==> src/qbio_pkg.sv <==
// Package of constants for the quasi-bidirectional I/O ports
package qbio_pkg;
  localparam int PORT_W = 8;
  localparam int NARROW_W = 4;
  localparam int NPORTS = 5;
  localparam int STATE_W = 4;
  // Port indices
  localparam logic [2:0] PORT_OD = 3'h0;
  localparam logic [2:0] PORT_ONE = 3'h1;
  localparam logic [2:0] PORT_HA = 3'h2;
  localparam logic [2:0] PORT_THREE = 3'h3;
  localparam logic [2:0] PORT_FOUR = 3'h4;
  // Reset value of every port register: all lines input, pull-down off
  localparam logic [7:0] PORT_RESET = 8'hFF;
  localparam logic [7:0] ALL_ONES = 8'hFF;
  // Machine cycle states, oscillator periods per machine cycle
  localparam logic [3:0] STATE_FIRST = 4'h1;
  localparam logic [3:0] STATE_NINE = 4'h9;
  localparam logic [3:0] STATE_TEN = 4'hA;
  localparam logic [3:0] FINAL_STATE = 4'hC;
endpackage

==> src/qbio_sync.sv <==
// Two-stage synchroniser for a vector of pin levels
`timescale 1ns/1ps
module qbio_sync #(
  parameter int W = 8
) (
  input wire logic clock,
  input wire logic rst_n,
  input wire logic [W-1:0] async_in,
  output logic [W-1:0] sync_out
);
  typedef struct packed {
    logic [W-1:0] stage1;
    logic [W-1:0] stage2;
  } qbio_sync_s;

  qbio_sync_s st_reg;
  qbio_sync_s st_next;

  // Shift the pin levels through two flops
  always_comb begin
    st_next = st_reg;
    st_next.stage1 = async_in;
    st_next.stage2 = st_reg.stage1;
  end

  // Register the state; reset to the idle-high level of the lines
  always_ff @(posedge clock) begin
    if (!rst_n) begin
      st_reg <= '1;
    end else begin
      st_reg <= st_next;
    end
  end

  assign sync_out = st_reg.stage2;
endmodule

==> src/qbio_ports.sv <==
// Quasi-bidirectional I/O port block: four 8-bit ports and one 4-bit port
//
// Summary of operation
// - There are 36 lines in four byte ports and one nibble port, each line input or output on its own.
// - A register bit at zero turns on the pull-down and drives the pin low.
// - A register bit at one turns off the pull-down, and all ports but the open-drain one pull up weakly.
// - Reset sets every register bit to one, so every line is an input.
// - Each register bit is a flop loaded from the data bus on that port's write strobe.
// - A read returns either the register or the pin level, chosen by the read type.
// - In plain I/O use the open-drain port has no pull-up and floats when its bit is one.
// - The open-drain port's active pull-up is used only in bus mode: external bus selected or an external data move.
// - During an external data move input the open-drain register is forced to all ones.
// - The high-address port output picks register or A8-A15, the open-drain port register or address/data.
// - In bus mode both registers leave the output stage, open-drain register goes to ones, high-address keeps.
// - A written value lands in the register at once and reaches the pin after the next final state.
// - Pins are sampled in state nine for ports zero and one, state ten for ports two and three, the final state for port four.
`timescale 1ns/1ps
module qbio_ports (
  input wire logic clock,
  input wire logic rst_n,
  input wire logic osc_state_en,
  input wire logic [2:0] port_sel,
  input wire logic port_wr,
  input wire logic [7:0] wr_data,
  input wire logic rd_pin_sel,
  output logic [7:0] rd_data,
  input wire logic external_access_select,
  input wire logic external_data_move,
  input wire logic bus_addr_phase,
  input wire logic bus_drive,
  input wire logic [7:0] bus_addr_lo,
  input wire logic [7:0] bus_addr_hi,
  input wire logic [7:0] bus_wr_data,
  output logic [7:0] bus_rd_data,
  input wire logic [7:0] open_drain_bus_port_in,
  output logic [7:0] open_drain_bus_port_out,
  output logic [7:0] open_drain_bus_port_oe_n,
  output logic [7:0] open_drain_bus_port_pullup,
  input wire logic [7:0] port_one_in,
  output logic [7:0] port_one_out,
  output logic [7:0] port_one_oe_n,
  input wire logic [7:0] high_address_port_in,
  output logic [7:0] high_address_port_out,
  output logic [7:0] high_address_port_oe_n,
  input wire logic [7:0] port_three_in,
  output logic [7:0] port_three_out,
  output logic [7:0] port_three_oe_n,
  input wire logic [3:0] port_four_in,
  output logic [3:0] port_four_out,
  output logic [3:0] port_four_oe_n,
  output logic [3:0] machine_state
);
  typedef struct packed {
    logic [3:0] phase;
    logic [7:0] latch_od;
    logic [7:0] latch_one;
    logic [7:0] latch_ha;
    logic [7:0] latch_three;
    logic [3:0] latch_four;
    logic [7:0] stage_od;
    logic [7:0] stage_one;
    logic [7:0] stage_ha;
    logic [7:0] stage_three;
    logic [3:0] stage_four;
    logic [7:0] samp_od;
    logic [7:0] samp_one;
    logic [7:0] samp_ha;
    logic [7:0] samp_three;
    logic [3:0] samp_four;
    logic [7:0] rd;
    logic [7:0] bus_rd;
  } qbio_state_s;

  qbio_state_s st_reg;
  qbio_state_s st_next;
  logic [7:0] sy_od;
  logic [7:0] sy_one;
  logic [7:0] sy_ha;
  logic [7:0] sy_three;
  logic [3:0] sy_four;
  logic bus_mode;

  // Bus mode hands both bus ports to the external memory interface
  assign bus_mode = !external_access_select || external_data_move;

  // Pin synchronisers ahead of the read-pin path
  qbio_sync #(.W(qbio_pkg::PORT_W)) u_sync_od (
    .clock(clock), .rst_n(rst_n),
    .async_in(open_drain_bus_port_in), .sync_out(sy_od));
  qbio_sync #(.W(qbio_pkg::PORT_W)) u_sync_one (
    .clock(clock), .rst_n(rst_n),
    .async_in(port_one_in), .sync_out(sy_one));
  qbio_sync #(.W(qbio_pkg::PORT_W)) u_sync_ha (
    .clock(clock), .rst_n(rst_n),
    .async_in(high_address_port_in), .sync_out(sy_ha));
  qbio_sync #(.W(qbio_pkg::PORT_W)) u_sync_three (
    .clock(clock), .rst_n(rst_n),
    .async_in(port_three_in), .sync_out(sy_three));
  qbio_sync #(.W(qbio_pkg::NARROW_W)) u_sync_four (
    .clock(clock), .rst_n(rst_n),
    .async_in(port_four_in), .sync_out(sy_four));

  // Widen the nibble port to a byte with unused bits at zero
  function automatic logic [7:0] qbio_widen(input logic [3:0] v);
    qbio_widen = {4'h0, v};
  endfunction

  // Next-state logic: state counter, latches, sampling, output stage, reads
  always_comb begin
    st_next = st_reg;
    if (osc_state_en) begin
      if (st_reg.phase == qbio_pkg::FINAL_STATE) begin
        st_next.phase = qbio_pkg::STATE_FIRST;
      end else begin
        st_next.phase = st_reg.phase + 4'h1;
      end
      // Output stage picks up latches at the final state only
      if (st_reg.phase == qbio_pkg::FINAL_STATE) begin
        st_next.stage_od = st_reg.latch_od;
        st_next.stage_one = st_reg.latch_one;
        st_next.stage_ha = st_reg.latch_ha;
        st_next.stage_three = st_reg.latch_three;
        st_next.stage_four = st_reg.latch_four;
        st_next.samp_four = sy_four;
      end
      // Pin sampling at state nine and state ten
      if (st_reg.phase == qbio_pkg::STATE_NINE) begin
        st_next.samp_od = sy_od;
        st_next.samp_one = sy_one;
      end
      if (st_reg.phase == qbio_pkg::STATE_TEN) begin
        st_next.samp_ha = sy_ha;
        st_next.samp_three = sy_three;
      end
    end
    // Register writes from the data bus
    if (port_wr) begin
      unique case (port_sel)
        qbio_pkg::PORT_OD: st_next.latch_od = wr_data;
        qbio_pkg::PORT_ONE: st_next.latch_one = wr_data;
        qbio_pkg::PORT_HA: st_next.latch_ha = wr_data;
        qbio_pkg::PORT_THREE: st_next.latch_three = wr_data;
        qbio_pkg::PORT_FOUR: st_next.latch_four = wr_data[3:0];
        default: st_next.latch_od = st_next.latch_od;
      endcase
    end
    // Bus mode forces the open-drain register high; high-address keeps
    if (bus_mode) begin
      st_next.latch_od = qbio_pkg::ALL_ONES;
    end
    // Read either the register or the sampled pin
    unique case (port_sel)
      qbio_pkg::PORT_OD: st_next.rd = rd_pin_sel ? st_reg.samp_od
                                                 : st_reg.latch_od;
      qbio_pkg::PORT_ONE: st_next.rd = rd_pin_sel ? st_reg.samp_one
                                                  : st_reg.latch_one;
      qbio_pkg::PORT_HA: st_next.rd = rd_pin_sel ? st_reg.samp_ha
                                                 : st_reg.latch_ha;
      qbio_pkg::PORT_THREE: st_next.rd = rd_pin_sel ? st_reg.samp_three
                                                    : st_reg.latch_three;
      qbio_pkg::PORT_FOUR: st_next.rd = rd_pin_sel ?
          qbio_widen(st_reg.samp_four) : qbio_widen(st_reg.latch_four);
      default: st_next.rd = 8'h00;
    endcase
    // External bus read data straight from the synchronised pins
    st_next.bus_rd = sy_od;
  end

  // State register
  always_ff @(posedge clock) begin
    if (!rst_n) begin
      st_reg <= '0;
      st_reg.phase <= qbio_pkg::STATE_FIRST;
      st_reg.latch_od <= qbio_pkg::PORT_RESET;
      st_reg.latch_one <= qbio_pkg::PORT_RESET;
      st_reg.latch_ha <= qbio_pkg::PORT_RESET;
      st_reg.latch_three <= qbio_pkg::PORT_RESET;
      st_reg.latch_four <= qbio_pkg::PORT_RESET[3:0];
      st_reg.stage_od <= qbio_pkg::PORT_RESET;
      st_reg.stage_one <= qbio_pkg::PORT_RESET;
      st_reg.stage_ha <= qbio_pkg::PORT_RESET;
      st_reg.stage_three <= qbio_pkg::PORT_RESET;
      st_reg.stage_four <= qbio_pkg::PORT_RESET[3:0];
      st_reg.samp_od <= qbio_pkg::PORT_RESET;
      st_reg.samp_one <= qbio_pkg::PORT_RESET;
      st_reg.samp_ha <= qbio_pkg::PORT_RESET;
      st_reg.samp_three <= qbio_pkg::PORT_RESET;
      st_reg.samp_four <= qbio_pkg::PORT_RESET[3:0];
      st_reg.bus_rd <= qbio_pkg::PORT_RESET;
    end else begin
      st_reg <= st_next;
    end
  end

  // Quasi-bidirectional ports: pull-down on a zero bit, weak pull-up off-chip
  assign port_one_out = 8'h00;
  assign port_one_oe_n = st_reg.stage_one;
  assign port_three_out = 8'h00;
  assign port_three_oe_n = st_reg.stage_three;
  assign port_four_out = 4'h0;
  assign port_four_oe_n = st_reg.stage_four;

  // High-address port: register or A8-A15 driven hard in bus mode
  assign high_address_port_out = bus_mode ? bus_addr_hi : 8'h00;
  assign high_address_port_oe_n = bus_mode ? 8'h00
                                           : st_reg.stage_ha;

  // Open-drain port: floats on a one bit, active drive only in bus mode
  always_comb begin
    if (bus_mode && bus_addr_phase) begin
      open_drain_bus_port_out = bus_addr_lo;
      open_drain_bus_port_oe_n = 8'h00;
    end else if (bus_mode && bus_drive) begin
      open_drain_bus_port_out = bus_wr_data;
      open_drain_bus_port_oe_n = 8'h00;
    end else if (bus_mode) begin
      open_drain_bus_port_out = 8'h00;
      open_drain_bus_port_oe_n = qbio_pkg::ALL_ONES;
    end else begin
      open_drain_bus_port_out = 8'h00;
      open_drain_bus_port_oe_n = st_reg.stage_od;
    end
  end
  // Active pull-up marker only in bus mode
  assign open_drain_bus_port_pullup = bus_mode ? qbio_pkg::ALL_ONES
                                               : 8'h00;

  assign rd_data = st_reg.rd;
  assign bus_rd_data = st_reg.bus_rd;
  assign machine_state = st_reg.phase;
endmodule

==> config.mk <==
export PLATFORM = sky130hd
export DESIGN_NAME = qbio_ports
export DESIGN_NICKNAME = d
export VERILOG_FILES = /design/src/qbio_pkg.sv /design/src/qbio_sync.sv /design/src/qbio_ports.sv
export SDC_FILE = /design/constraint.sdc
export NUM_CORES = 1
export LEC_CHECK = 0
export BUFFER_PORTS_ARGS = -buffer_cell sky130_fd_sc_hd__buf_2
export CORE_ASPECT_RATIO = 0.6
export CORE_MARGIN = 10
export CORE_UTILIZATION = 58
export DETAILED_ROUTE_END_ITERATION = 6
export HOLD_SLACK_MARGIN = 0.15
export PLACE_DENSITY = 0.85
export SETUP_SLACK_MARGIN = 0.2
export SLEW_MARGIN = 40
export SYNTH_ARGS = -nofsm -noshare
export SYNTH_HDL_FRONTEND = slang
export SYNTH_HIERARCHICAL = 1
export SYNTH_SLANG_ARGS = --single-unit
==> constraint.sdc <==
create_clock -name clock -period 3.24 [get_ports clock]
set_input_delay 0.162 -clock clock [delete_from_list [all_inputs] [get_ports clock]]
set_output_delay 0.162 -clock clock [all_outputs]
set_load 0.01 [all_outputs]
==> metrics.md <==
| Metric | Value |
|---|---|
| Cell area after layout | around 9300 um^2 |
| Synth Area per Inst | a little over 9 um^2 |
| PnR Total Power | 5.13 mW |
| CP Launch Type | flip-flop |
| Slew Limit Headroom | around 49% |
| Final hold violations | 0 |
| Hold path startpoint | rst_n |
| Yosys warns | 6 |
| Status | complete, no violations |
| Vias | between 6000 and 7000 |
| Max-slew violations | 0 |
| Least-Margin Pin Slew | roughly 770 ps |
| Clk sink count | 200 |
| Layout cell share with drive strength beyond 1 | a little over a fifth |
| Post-Place Cell Area | 8250 um^2 |
| Pleak | between 4 and 5 nW |
| DRT Wirelength | just over 20 mm |
| Register area share after synthesis | 51.1% |
| Critical Path Fanout Max | 16 |
| Critical Path Start | machine_state[0] |
| Post-synth top area share | approximately half |
| Vias in the first global route | ~6100 |
| Largest net degree at the start of global routing | 62 |
| Clock Pin Slew Worst Setup and Hold Paths | 70 ps |
| Max rail drop VDD | a little over 0.4 mV |
| IO Count | 180 |
| DRC violations left | 0 |
| Final setup fails | 0 |
| Initial Utilization | around three fifths |
| Syn Inst Count | around 860 |
| Crit path capture type | flip-flop |
| Port bufs | 159 |
| Antenna violations before repair | 1 |
| Final core occ | 71.5% |
| Area Overhead vs Synth | 18.8% |
| Cell variety after synth | between 40 and 50 |
| Fmax | ~550 MHz |
| Die Y | about 110 um |
| CTS root buf | clkbuf_16 |
| TritonCTS clock tree | built |
| Mapped Area | a little under 8000 um^2 |
| DR iter-0 viols | 698 |
| Die X | roughly 170 um |
| Leading area contributor after synthesis | dfxtp_1 |
| Final worst path period share | around 56% |
| Post-DRT Antenna Nets | 0 |
| DR WL/cell | roughly 18 um |
| Hold WC Path Type | in -> reg |
| Global Route Usage Sum | approximately 22% |
| Grt ovf | 0 |
| Reg-to-Reg Start | machine_state[0] |
| Share of flip-flops with an asynchronous set or reset | 0% |
| Finished Layout Cells | roughly 1200 |
| Critical path type | reg -> reg |
| Pwr per Cell Area | approximately 550 nW/um^2 |
| Cell count after placement | 1091 |
| Setup Fix Bufs, Post-CTS | 0 |
| Post-synth top flop | dfxtp_1 |
| Period minus WS final | 1820 ps |
| Initial DRT Pass Iterations | 5 |
| Detailed Place HPWL | about 14 mm |
| Die area | 18700 um^2 |
| Num CTS Buffers | 17 |
| # rows | 32 |
| Via density per instance | around 5.3 |
| Final setup TNS | 0 ps |
| Area contributors post-synth | dfxtp_1, nand2_1, mux2i_1 |
| Post-synth EDFFs | 0 |
| Clk buf depth | 2 |
| Core ar. | between 10000 and 15000 um^2 |
| Yosys reg bits | 200 |
| Clk_lat worst skew | ~430 ps |
| Fin Clk Skew | around 4.5 ps |
| GPL Wtd Cong | about 0.95 |
| Crit path DAT | between 2000 and 2500 ps |
| Max FFs per register | between 80 and 90 |
| Diode count | 0 |
| Unrepaired setup endpoints after global routing | no |
| Nets | 1069 |
| Max_cap viols | 0 |
| Required time worst endpoint | approximately 3500 ps |
| H-tree Lvls | 4 |
| First-pass GRT wire length | ~32 mm |
| Post-CTS resize count | 0 |
cells in the final DEF (no fill, tap or decap), types with 4 or more instances in the layout:
| cell | count |
|---|---|
| nor2_1 | 12 |
| o22a_1 | 10 |
| and2_1 | 9 |
| nand2b_1 | 60 |
| dlygate4sd3_1 | 45 |
| nand2_1 | 201 |
| a21oi_1 | 5 |
| ha_1 | 4 |
| buf_4 | 12 |
| nor2b_1 | 10 |
| conb_1 | 20 |
| dfxtp_1 | 200 |
| or2b_1 | 20 |
| clkbuf_16 | 17 |
| nand3_1 | 89 |
| a21o_1 | 8 |
| inv_6 | 4 |
| mux2_2 | 4 |
| buf_2 | 158 |
| a22oi_1 | 7 |
| mux2i_1 | 53 |
Yosys cell counts, drive strengths merged (4+ instances only):
library cell,count
and2,9
dfxtp,200
nand2,201
buf,95
o22a,10
or2b,20
nand2b,60
mux2i,53
ha,4
nor2b,11
a21oi,5
mux2,4
a22oi,7
nor2,12
a21o,8
nand3,89
clkbuf,29
per-layer routing:
metal / track usage [%] / vias up / routed length, um
met3: 8.02 / 28 / 2510
met2: 35.0 / 297 / 9030
met1: 27.1 / 2877 / 8640
met5: 0 / - / 14
met4: 6.92 / 2 / 344
li1: - / 2963 / -
path summary, 6_finish.rpt:
check / cells past startpoint / endpoint / slack [ps]
max: 4 / st_reg[37] / 1420
min: 2 / st_reg[111] / 160
max reg2reg: 4 / st_reg[37] / 1420
min reg2reg: 1 / u_sync_ha/sync_out[0] / 410
layout make-up:
type / instances / area (um^2)
Fill cell: 956 / 3710
Timing Repair Buffer: 215 / 1330
Clock inverter: 13 / 164
Tap cell: 170 / 213
Inverter: 3 / 11.3
Clock buffer: 18 / 439
Multi-Input combinational cell: 548 / 3140
Sequential cell: 200 / 4000
critical path: stages, from the launching register on:
cell and delay [ps]:
dfxtp_1 450, ha_1 230, nand4b_1 620, nand2_1 310
nand3_1 90
repair_timing:
item,4_1_cts,5_1_grt
hold buffers,45,0
setup endpoints to repair,0,0
hold endpoints to repair,75,0
through the flow:
step           hold slack [ps]  setup WS [ps]
6_report                   164           1420
5_1_grt                    191           1270
4_1_cts                    160           1500
3_5_place_dp               342           1540
3_3_place_gp               339           1440
2_1_floorplan              235           1830
power breakdown:
| part | leakage (nW) | internal, mW | total [mW] | switching (mW) |
|---|---|---|---|---|
| logic | 2.44 | 0.196 | 0.410 | 0.214 |
| registers | 1.64 | 2.52 | 2.56 | 0.0348 |
| clock network | 0.289 | 1.18 | 2.16 | 0.980 |
| total | 4.37 | 3.90 | 5.13 | 1.23 |
cell families after synthesis:
| group | count (synthesis) | share of synthesized area (%) |
|---|---|---|
| simple gates | 423 | 26.6 |
| flops | 200 | 51.1 |
| buf+inv | 127 | 9.97 |
| mux | 57 | 7.35 |
| compound gates | 41 | 3.98 |
| fa+ha+maj | 4 | 0.639 |
| xor+xnor | 3 | 0.335 |
| other cells | 1 | 0.0479 |
Note: power is estimated with default switching activity, not from simulation.
